`src/pkg/rcdr_pkg.sv`:
```
// rcdr_pkg: constants and carrier types for the reset-cause and debug-reset block
// assumes a byte-wide register port driven by the cpu bus or the background debug link
package rcdr_pkg;
	// register positions on the documented register port (addresses of our own)
	localparam logic [1:0] RCS_ADDR = 2'h0;
	localparam logic [1:0] DFR_ADDR = 2'h1;
	// status bit positions
	localparam int POWERON_BIT = 7;
	localparam int PIN_BIT = 6;
	localparam int WATCHDOG_BIT = 5;
	localparam int BAD_OPCODE_BIT = 4;
	localparam int BAD_ADDRESS_BIT = 3;
	localparam int REF_CLK_MISSING_BIT = 2;
	localparam int UNDERVOLTAGE_BIT = 1;
	localparam int FORCE_RESET_BIT = 0;
	// service key values, force-register read value and status reset value
	localparam logic [7:0] SERVICE_KEY1 = 8'h55;
	localparam logic [7:0] SERVICE_KEY2 = 8'haa;
	localparam logic [7:0] DFR_READ_VALUE = 8'h00;
	localparam logic [7:0] STATUS_RESET = 8'h00;
	// window watchdog: service allowed in last quarter (3/4 elapsed)
	localparam int WINDOW_NUM = 3;
	localparam int WINDOW_DEN = 4;
	// length of the internal reset request pulse: 20 ns, rounded up to 4 bus clocks
	localparam int RESET_PULSE_NS = 20;
	localparam int CLK_PERIOD_NS = 5;
	localparam int RESET_PULSE_CYC = (RESET_PULSE_NS + CLK_PERIOD_NS - 1) / CLK_PERIOD_NS;
	// reset sources sampled at reset entry
	typedef struct packed {
		logic poweron;
		logic pin;
		logic watchdog;
		logic bad_opcode;
		logic bad_address;
		logic ref_clk_missing;
		logic undervoltage;
		logic forced;
	} rcdr_src_s;
	// register port request
	typedef struct packed {
		logic wr;
		logic rd;
		logic dbg;
		logic [1:0] addr;
		logic [7:0] wdata;
	} rcdr_req_s;
	// watchdog service sequence
	typedef enum logic [1:0] {
		RCDR_KEY_IDLE = 2'b01,
		RCDR_KEY_GOT1 = 2'b10
	} rcdr_key_e;
endpackage

```
`src/rcdr_top.sv`:
```
// rcdr_top: reset-cause status register, watchdog service decode and debug force reset
// assumes the system reset controller samples the source strobes at reset entry and pulses
// RESET_ENTRY once, and that watchdog counter, voltage monitor and clock monitor live outside
module rcdr_top #(
	parameter int WDOG_CNT_W = 18
) (
	// clock and reset
	input wire logic CLK,
	input wire logic RST_N,
	// reset entry and sources sampled at entry
	input wire logic RESET_ENTRY,
	input wire logic SRC_POWERON,
	input wire logic SRC_PIN_N,
	input wire logic SRC_WATCHDOG_TIMEOUT,
	input wire logic SRC_UNDEFINED_OPCODE,
	input wire logic SRC_STOP_EXECUTED,
	input wire logic SRC_HALT_EXECUTED,
	input wire logic SRC_BAD_ADDRESS,
	input wire logic SRC_REF_CLK_MISSING,
	input wire logic SRC_UNDERVOLTAGE,
	// options
	input wire logic WATCHDOG_ENABLE,
	input wire logic WATCHDOG_WINDOW_MODE,
	input wire logic STOP_ALLOWED,
	input wire logic BACKGROUND_MODE_ALLOWED,
	input wire logic UNDERVOLTAGE_RESET_ENABLE,
	// watchdog counter state
	input wire logic [WDOG_CNT_W-1:0] WDOG_COUNT,
	input wire logic [WDOG_CNT_W-1:0] WDOG_PERIOD,
	// register port
	input wire logic REG_WR,
	input wire logic REG_RD,
	input wire logic REG_FROM_DEBUG,
	input wire logic [1:0] REG_ADDR,
	input wire logic [7:0] REG_WDATA,
	output logic [7:0] REG_RDATA,
	// requests out
	output logic WDOG_CLEAR,
	output logic WDOG_RESET_REQ,
	output logic ILLEGAL_RESET_REQ,
	output logic FORCE_RESET_REQ
);
	logic rst_sync1_ff, rst_sync2_ff;
	logic rst_n;
	logic [7:0] status_ff, nxt_status;
	logic [7:0] rdata_ff, nxt_rdata;
	logic wclr_ff, wrst_ff, ilrst_ff, frc_ff;
	logic frc_pending_ff;
	rcdr_pkg::rcdr_key_e key_ff, nxt_key;
	rcdr_pkg::rcdr_src_s src;
	rcdr_pkg::rcdr_req_s req;

	// reset release through two flops
	// only the release is delayed; a falling RST_N still clears everything at once
	always_ff @(posedge CLK or negedge RST_N) begin
		if (!RST_N) begin
			rst_sync1_ff <= 1'b0;
			rst_sync2_ff <= 1'b0;
		end else begin
			rst_sync1_ff <= 1'b1;
			rst_sync2_ff <= rst_sync1_ff;
		end
	end
	assign rst_n = rst_sync2_ff;

	// request bundle
	assign req = '{wr: REG_WR, rd: REG_RD, dbg: REG_FROM_DEBUG, addr: REG_ADDR, wdata: REG_WDATA};

	// window start threshold: 3/4 of the period; computed wide to avoid overflow
	// trade-off: two small products instead of a divider, so the threshold is never rounded
	function automatic logic in_closed_window(input logic [WDOG_CNT_W-1:0] cnt,
		input logic [WDOG_CNT_W-1:0] per);
		logic [WDOG_CNT_W+2:0] lhs;
		logic [WDOG_CNT_W+2:0] rhs;
		lhs = {3'h0, cnt} * (WDOG_CNT_W+3)'(rcdr_pkg::WINDOW_DEN);
		rhs = {3'h0, per} * (WDOG_CNT_W+3)'(rcdr_pkg::WINDOW_NUM);
		return lhs < rhs;
	endfunction

	// register write and read decode
	// keys are compared on the whole byte; accesses to unmapped addresses fall away
	wire status_wr = req.wr && req.addr == rcdr_pkg::RCS_ADDR;
	wire dfr_wr = req.wr && req.addr == rcdr_pkg::DFR_ADDR;
	wire status_rd = req.rd && req.addr == rcdr_pkg::RCS_ADDR;
	wire dfr_rd = req.rd && req.addr == rcdr_pkg::DFR_ADDR;
	wire key1 = req.wdata == rcdr_pkg::SERVICE_KEY1;
	wire key2 = req.wdata == rcdr_pkg::SERVICE_KEY2;
	wire window_closed = WATCHDOG_WINDOW_MODE && in_closed_window(WDOG_COUNT, WDOG_PERIOD);
	// bad key or write too early in window mode; only with watchdog enabled
	wire wdog_bad_wr = WATCHDOG_ENABLE && status_wr && (!(key1 || key2) || window_closed);
	wire wdog_service = WATCHDOG_ENABLE && status_wr && key2 && !window_closed
		&& key_ff == rcdr_pkg::RCDR_KEY_GOT1;
	// only the debug link may force a reset; cpu writes fall away
	wire force_wr = dfr_wr && req.dbg && req.wdata[rcdr_pkg::FORCE_RESET_BIT];
	// illegal instruction classes folded into one cause
	wire bad_op = SRC_UNDEFINED_OPCODE || (SRC_STOP_EXECUTED && !STOP_ALLOWED)
		|| (SRC_HALT_EXECUTED && !BACKGROUND_MODE_ALLOWED);
	wire uv_reset = SRC_UNDERVOLTAGE && UNDERVOLTAGE_RESET_ENABLE;
	// causes that restart the system at once; undervoltage only when its reset is enabled
	wire other_reset = bad_op || SRC_BAD_ADDRESS || SRC_REF_CLK_MISSING || uv_reset;

	// sources active at reset entry
	// the forced cause comes from a marker, since the debug write lands before the entry
	assign src = '{
		poweron: SRC_POWERON,
		pin: !SRC_PIN_N,
		watchdog: SRC_WATCHDOG_TIMEOUT && WATCHDOG_ENABLE,
		bad_opcode: bad_op,
		bad_address: SRC_BAD_ADDRESS,
		ref_clk_missing: SRC_REF_CLK_MISSING,
		undervoltage: uv_reset || SRC_POWERON,
		forced: frc_pending_ff
	};

	// status capture: flags change only at reset entry, never by a write
	// a forced entry clears every flag even with live sources beside it
	// bit 0 has no source and stays low whatever the entry brings
	always_comb begin
		nxt_status = status_ff;
		if (RESET_ENTRY) begin
			nxt_status = 8'h00;
			if (!src.forced) begin
				nxt_status[rcdr_pkg::POWERON_BIT] = src.poweron ||
					(!src.poweron && src.undervoltage && status_ff[rcdr_pkg::POWERON_BIT]);
				nxt_status[rcdr_pkg::PIN_BIT] = src.pin;
				nxt_status[rcdr_pkg::WATCHDOG_BIT] = src.watchdog;
				nxt_status[rcdr_pkg::BAD_OPCODE_BIT] = src.bad_opcode;
				nxt_status[rcdr_pkg::BAD_ADDRESS_BIT] = src.bad_address;
				nxt_status[rcdr_pkg::REF_CLK_MISSING_BIT] = src.ref_clk_missing;
				nxt_status[rcdr_pkg::UNDERVOLTAGE_BIT] = src.undervoltage;
			end
			nxt_status[0] = 1'b0;
		end
	end

	// service sequence tracker; any other status write restarts it
	// it runs with the watchdog off too, so enabling it between the keys still completes
	always_comb begin
		nxt_key = key_ff;
		case (key_ff)
			rcdr_pkg::RCDR_KEY_IDLE: if (status_wr && key1) nxt_key = rcdr_pkg::RCDR_KEY_GOT1;
			rcdr_pkg::RCDR_KEY_GOT1: if (status_wr && !key1) nxt_key = rcdr_pkg::RCDR_KEY_IDLE;
			default: nxt_key = rcdr_pkg::RCDR_KEY_IDLE;
		endcase
	end

	// read data: force-reset register always reads zero, unmapped reads zero
	always_comb begin
		nxt_rdata = 8'h00;
		if (status_rd)
			nxt_rdata = status_ff;
		else if (dfr_rd)
			nxt_rdata = rcdr_pkg::DFR_READ_VALUE;
	end

	// status register: it clears only when the whole block is reset; a system reset
	// is announced by RESET_ENTRY instead, so the cause stays readable afterwards
	// limitation: the port reset must therefore never be wired to the system reset
	always_ff @(posedge CLK or negedge rst_n) begin
		if (!rst_n)
			status_ff <= rcdr_pkg::STATUS_RESET;
		else
			status_ff <= nxt_status;
	end

	// forced-reset marker held until reset entry consumes it
	// a force write in the same cycle as an entry is kept for the next entry
	always_ff @(posedge CLK or negedge rst_n) begin
		if (!rst_n)
			frc_pending_ff <= 1'b0;
		else if (force_wr)
			frc_pending_ff <= 1'b1; // set wins over consume
		else if (RESET_ENTRY)
			frc_pending_ff <= 1'b0;
	end

	// registered outputs
	// every request leaves a flop, so the reset controller never sees a decode glitch
	always_ff @(posedge CLK or negedge rst_n) begin
		if (!rst_n) begin
			key_ff <= rcdr_pkg::RCDR_KEY_IDLE;
			rdata_ff <= 8'h00;
			wclr_ff <= 1'b0;
			wrst_ff <= 1'b0;
			ilrst_ff <= 1'b0;
			frc_ff <= 1'b0;
		end else begin
			key_ff <= nxt_key;
			rdata_ff <= nxt_rdata;
			wclr_ff <= wdog_service;
			wrst_ff <= wdog_bad_wr;
			ilrst_ff <= other_reset;
			frc_ff <= force_wr;
		end
	end

	// ports are straight flop outputs
	assign REG_RDATA = rdata_ff;
	assign WDOG_CLEAR = wclr_ff;
	assign WDOG_RESET_REQ = wrst_ff;
	assign ILLEGAL_RESET_REQ = ilrst_ff;
	assign FORCE_RESET_REQ = frc_ff;
endmodule // rcdr_top

```
`config.mk`:
```
export PLATFORM = sky130hd
export DESIGN_NAME = rcdr_top
export DESIGN_NICKNAME = d
export VERILOG_FILES = /design/src/pkg/rcdr_pkg.sv /design/src/rcdr_top.sv
export SDC_FILE = /design/constraint.sdc
export NUM_CORES = 1
export LEC_CHECK = 0
export BUFFER_PORTS_ARGS = -buffer_cell sky130_fd_sc_hd__buf_2
export CORE_ASPECT_RATIO = 0.6
export CORE_MARGIN = 2
export CORE_UTILIZATION = 54
export CTS_BUF_LIST = sky130_fd_sc_hd__clkbuf_16
export DETAILED_ROUTE_END_ITERATION = 16
export GPL_ROUTABILITY_DRIVEN = 0
export PLACE_DENSITY_LB_ADDON = 0.3
export SETUP_SLACK_MARGIN = 0.1
export SYNTH_ARGS = -nofsm -noshare
export SYNTH_HDL_FRONTEND = slang
export SYNTH_SLANG_ARGS = --single-unit
```
`constraint.sdc`:
```
create_clock -name CLK -period 1.6 [get_ports CLK]
set_input_delay 0.08 -clock CLK [delete_from_list [all_inputs] [get_ports CLK]]
set_output_delay 0.08 -clock CLK [all_outputs]
set_load 0.03 [all_outputs]
```
After elaboration in Yosys (flattened, before gate mapping)
Cells that the tools add are included.
{"block": "totals", "reg_bits": 24, "inputBits": 66, "out_inout_bits": 12}
{"block": "op_classes", "n_mul": 1, "n_lt_le_gt_ge": 1, "eq_ne": 7, "mux": 7, "n_reduce_logical": 38}
{"op": "20-bit less-than comparator", "n": 1}
{"op": "18-bit by 2-bit multiplier with 20-bit output (second input constant)", "n": 1}
{"op": "1-bit logical AND", "n": 19}
{"op": "1-bit logical OR", "n": 9}
{"op": "8-bit by 7-bit equality test with 1-bit output (second input constant)", "n": 1}
{"op": "8-bit equality test (second input constant)", "n": 1}
{"op": "8-bit 2-to-1 mux", "n": 1}
{"op": "1-bit zero test", "n": 7}
{"op": "7-bit 2-to-1 mux", "n": 1}
{"op": "2-bit by 1-bit equality test with 1-bit output (second input constant)", "n": 2}
{"op": "2-bit 2-to-1 mux", "n": 2}
{"op": "2-bit one-hot mux with 2 select lines", "n": 1}
{"op": "2-bit equality test (second input constant)", "n": 1}
{"op": "2-bit zero test", "n": 1}
{"op": "1-bit 2-to-1 mux", "n": 2}
{"op": "2-bit by 1-bit != test with 1-bit output (second input constant)", "n": 1}
{"op": "2-bit != test (second input constant)", "n": 1}
{"op": "2-bit AND reduction", "n": 1}
{"op": "2-bit nonzero test", "n": 1}

Longest topological paths before layout
{"block": "depth", "ltp_word": 7, "depth_mapped": 13, "depth_no_buf": 13}

Least setup slack after synthesis
No wires, ideal clock.
{"block": "synth_path", "path_kind": "input to register", "start": "input port WDOG_PERIOD[0]", "end": "register wclr_ff, in the netlist WDOG_CLEAR", "setup_time_ns": 0.120, "arrival_ns": 2.811, "required_ns": 1.480, "path_slack_ns": -1.332, "cell_stages": 12, "path_buffers": 0, "cell_sequence": "and2_1 -> fa_1 -> a21o_1 -> a221o_1 -> a21o_1 -> a31o_2 -> a221oi_2 -> ha_1 -> and4_1 -> a221oi_1 -> o211ai_1 -> nor4b_1"}
{"block": "synth_via", "elab_chain_cells": 6}
{"item": "from (decl)", "line_no": "rcdr_top.sv:29", "text": "input wire logic [WDOG_CNT_W-1:0] WDOG_PERIOD,"}
{"item": "18-bit by 2-bit multiplier with 20-bit output", "line_no": "rcdr_top.sv:76", "text": "rhs = {3'h0, per} * (WDOG_CNT_W+3)'(rcdr_pkg::WINDOW_NUM);"}
{"item": "20-bit less-than comparator", "line_no": "rcdr_top.sv:77", "text": "return lhs < rhs;"}
{"item": "1-bit logical AND", "line_no": "rcdr_top.sv:88", "text": "wire window_closed = WATCHDOG_WINDOW_MODE && in_closed_window(WDOG_COUNT, WDOG_PERIOD);"}
{"item": "1-bit zero test", "line_no": "rcdr_top.sv:91", "text": "wire wdog_service = WATCHDOG_ENABLE && status_wr && key2 && !window_closed"}
{"item": "1-bit logical AND", "line_no": "rcdr_top.sv:91"}
{"item": "1-bit logical AND", "line_no": "rcdr_top.sv:92", "text": "&& key_ff == rcdr_pkg::RCDR_KEY_GOT1;"}
{"item": "named net wdog_service", "line_no": "rcdr_top.sv:91"}
{"item": "to (signal assigned)", "line_no": "rcdr_top.sv:190", "text": "wclr_ff <= wdog_service;"}
{"item": "to (decl)", "line_no": "rcdr_top.sv:47", "text": "logic wclr_ff, wrst_ff, ilrst_ff, frc_ff;"}
The timed path passes the listed nets, and every way through them passes these cells.
A chain may end at the register's enable or synchronous reset.

Worst setup path after layout
Same ends and word-level chain as after synthesis.

==> summary.txt <==
FLOORPLAN
----------------------------------------------------------------------------
Standard cell core area .......................................   3740 sq um
Num ports .....................................................           78
Initial core utilization ......................................        0.575
Die extent in x ...............................................      85.5 um
# rows ........................................................           17
Die ar. .......................................................   4530 sq um
Die extent in y ...............................................      52.9 um

GRT
----------------------------------------------------------------------------
First-pass GRT wire length ....................................      9670 um
Antenna violations before repair ..............................            0
Largest net degree at the start of global routing .............           22
Total congestion overflow .....................................            0
Number of global-route vias before repair .....................         2201
All-Layer GR Usage ............................................        0.268

YOSYS
----------------------------------------------------------------------------
Top flip-flop cell by instance count after synthesis ..........      dfrtp_1
Average size of a mapped cell .................................   9.12 sq um
Syn Nets ......................................................          339
Number of distinct library cells after synthesis ..............           45
Number of warnings reported in the yosys synthesis log ........            0
Top area cells in the synthesized netlist ..................... dfrtp_1, ha_1, a21oi_1, xnor2_1, nand2_1
Number of flops mapped to enable cells by yosys ...............            0
Sequential-to-total area share from yosys stat ................        0.268
Post-synthesis instance area ..................................   2150 sq um
Cell taking the most area after synthesis .....................      dfrtp_1
Share of synthesized registers carrying an async set or reset .         1.00
Synth top area share ..........................................        0.256
Register bit total from synthesis .............................           23
Post-synthesis instance total .................................          236

POWER
----------------------------------------------------------------------------
Power density of the placed cells .............................  703 nW/um^2
Leakage dissipation ...........................................      1.66 nW
Maximum vdd ir drop ...........................................     0.875 mV

PLACEMENT
----------------------------------------------------------------------------
Area after DPL ................................................   2950 sq um
Half-perimeter wire length after detailed placement ...........      4560 um
Number of port buffers ........................................           76
Instance count after placement with tap cells included ........          404

DETAILED ROUTING
----------------------------------------------------------------------------
DRC Markers ...................................................            0
TritonRoute pass-1 iters ......................................            4
Violation count after the first detailed-routing iteration ....           63
DRT antenna net count .........................................            0
Met1 routed wirelength after detailed routing .................      2730 um
Detailed route wirelength on metal2 ...........................      2910 um
WL per Instance ...............................................      15.0 um
Overall routed net length .....................................      6190 um
Via count of the routed design ................................         2348
Wire length on met3 ...........................................       418 um
Top metal layer carrying routed signals .......................         met4
Via density ...................................................         5.70

CLOCK NETWORK
----------------------------------------------------------------------------
TritonCTS clock tree ..........................................         done
Num Clock Sinks ...............................................           23
Worst-path clk slew ...........................................      0.06 ns
Number of buffers created by CTS ..............................            3
CTS H-Tree Depth ..............................................            1
Clock Tree Buf Depth ..........................................            2
Later-pin clock latency in the skew report ....................      0.25 ns
Clock Root Buffer .............................................    clkbuf_16

CRITICAL PATH
----------------------------------------------------------------------------
Element type at the critical path end .........................         flop
Required time of the critical path ............................      1.74 ns
Crit path largest cell delay ..................................      0.35 ns
Maximum net fanout on the critical path .......................            3
FF-to-FF setup slack ..........................................      0.39 ns
Sequence of cells on the critical path ........................ buf_6 > and2_4 > fa_2 > a21o_1 > a221o_1 > buf_4 > a21o_1 > a21oi_2 > xor2_1 > ha_1 > and4_4 > a221oi_2 > o211ai_1 > nor4b_2
Critical path's slowest cell ..................................      a221o_1
Cell occurring most often along the worst timing path .........       a21o_1
FF-to-FF Start ................................................    key_ff[0]
R2r worst-path depth ..........................................            4
Endpoint of the worst-slack reg-to-reg timing path ............    key_ff[1]
Crit Path Category ............................................ input port to flop
Top Family by Delay on Critical Path .......................... compound AO/OA/AOI/OAI gates
CP Data Arrival Time ..........................................      2.90 ns
Critical Path Source Type .....................................   input port
Buf+Inv Stages, Crit Path .....................................            2

STA
----------------------------------------------------------------------------
Period utilization ............................................         1.72
Actual transition at the worst max-transition pin .............     0.615 ns
PnR worst setup slack .........................................     -1.15 ns
Fin Setup TNS .................................................     -2.28 ns
F_max .........................................................      363 MHz
Final slew viol count .........................................            0
Setup violation total in the final timing report ..............            2
Final hold vios ...............................................            0
Max-slew headroom at the worst pin ............................        0.589
Setup repair after global routing missed its margin ...........         true
Worst setup skew after layout .................................   0.00171 ns
Time the worst path needs with I/O delays and setup ...........      2.75 ns

WORST HOLD PATH
----------------------------------------------------------------------------
Hold path start ...............................................  REG_ADDR[1]
Hold WC Path Type ............................................. input port to flop
End of the worst hold path .................................... FORCE_RESET_REQ
Hold depth ....................................................            2

LAYOUT
----------------------------------------------------------------------------
Inserted Diodes ...............................................            0
Layout area overhead ..........................................        45.4%
Share of cells above drive strength 1 .........................        0.411
Post-layout nets ..............................................          469
Final Instance Area ...........................................   3130 sq um
Post-route insts no fill ......................................          412

JOB
----------------------------------------------------------------------------
Count of max-cap constraint violations ........................            0

RUN STATUS
----------------------------------------------------------------------------
Outcome ....................................................... finished, violations left
Violations in the final reports ............................... setup timing

## worst register-to-register path, stage by stage, from the launching register on
cell	delay, ns
dfstp_2	0.52
nand2b_1	0.15
a21boi_0	0.23
a21o_1	0.15
inv_1	0.05
## report_power, final
part           total (W)  switching [W]  internal [W]
sequential      0.000636      0.0000200      0.000616
clock           0.000528       0.000195      0.000333
combinational    0.00104       0.000509      0.000529
## synth_stat cells (6+ instances only)
library cell  count
a21o_1            8
a21oi_1          24
and2_1           11
and3_1            6
dfrtp_1          22
ha_1             36
inv_1             8
nand2_1          19
nor2_1            9
o21ai_0           8
xnor2_1          10
## cells by family after synthesis
kind of cell / after synthesis / share of synthesized area
and+or+nand+nor: 78 / 0.204
AOI/OAI and AO/OA: 67 / 0.209
adders and majority gates: 37 / 0.218
DFF: 23 / 0.268
xor gates and xnor gates: 15 / 0.0610
buffers and inverters: 11 / 0.0209
muxes: 3 / 0.0157
other: 2 / 0.00349
## final cells by class
cell class                 count  area (sq um)
timing repair buffer         128           786
fill                         242           612
clock inverter                 1          3.75
clock buffer                   3          75.1
inverter                       8          30.0
tap                           47          58.8
multi-input combinational    202          1600
sequential                    23           577
## per-stage QoR
step / hold WS [ns] / utilization / setup slack [ns] / power, W
after floorplan: -0.216 / - / -1.22 / 0.00119
after global placement: -0.135 / 0.788 / -1.41 / 0.00154
after detailed placement: -0.135 / 0.788 / -1.44 / 0.00158
after CTS: 0.0265 / 0.832 / -1.12 / 0.00216
after global routing: 0.0421 / 0.837 / -1.35 / 0.00233
final: 0.0304 / 0.837 / -1.15 / 0.00220
## per-layer routing
layer / track usage / vias to the layer above
met4: 0.0873 / 0
met1: 0.343 / 1082
met2: 0.486 / 97
met3: 0.0218 / 18
li1: - / 1151
met5: 0 / -
## layout by cell type (no fill, tap or decap), drive strengths merged, types with 9 or more instances in the layout
cell type,instances
a21oi,24
and2,11
buf,127
dfrtp,22
ha,36
inv,9
nand2,19
nor2,9
xnor2,10
## sequential cells by signal, indices dropped and copies added, names as in the netlist
register	count
WDOG_CLEAR	1
ILLEGAL_RESET_REQ	1
frc_pending_ff	1
FORCE_RESET_REQ	1
rst_sync1_ff	1
REG_RDATA	7
status_ff	7
rst_n	1
key_ff	2
WDOG_RESET_REQ	1
## worst max-delay path by stage
| stage | end | from | slack [ns] | cells after the start |
|---|---|---|---|---|
| final | WDOG_CLEAR | WDOG_PERIOD[0] | -1.15 | 14 |
| after global placement | WDOG_CLEAR | WDOG_PERIOD[1] | -1.41 | 14 |
| after global routing | WDOG_CLEAR | WDOG_PERIOD[0] | -1.35 | 14 |
| after CTS | WDOG_CLEAR | WDOG_PERIOD[0] | -1.12 | 13 |
| after floorplan | WDOG_CLEAR | WDOG_PERIOD[0] | -1.22 | 12 |
| after detailed placement | WDOG_CLEAR | WDOG_PERIOD[1] | -1.44 | 14 |
## repair_timing
action                                 4_1_cts  5_1_grt
gates resized for setup                     11        2
buffers inserted                             3        0
endpoints found under the hold margin        2        0
setup endpoints to repair                    2        2
pin swaps                                    9        6
hold buffers                                 1        0
Power figures use the tool's default switching activity.
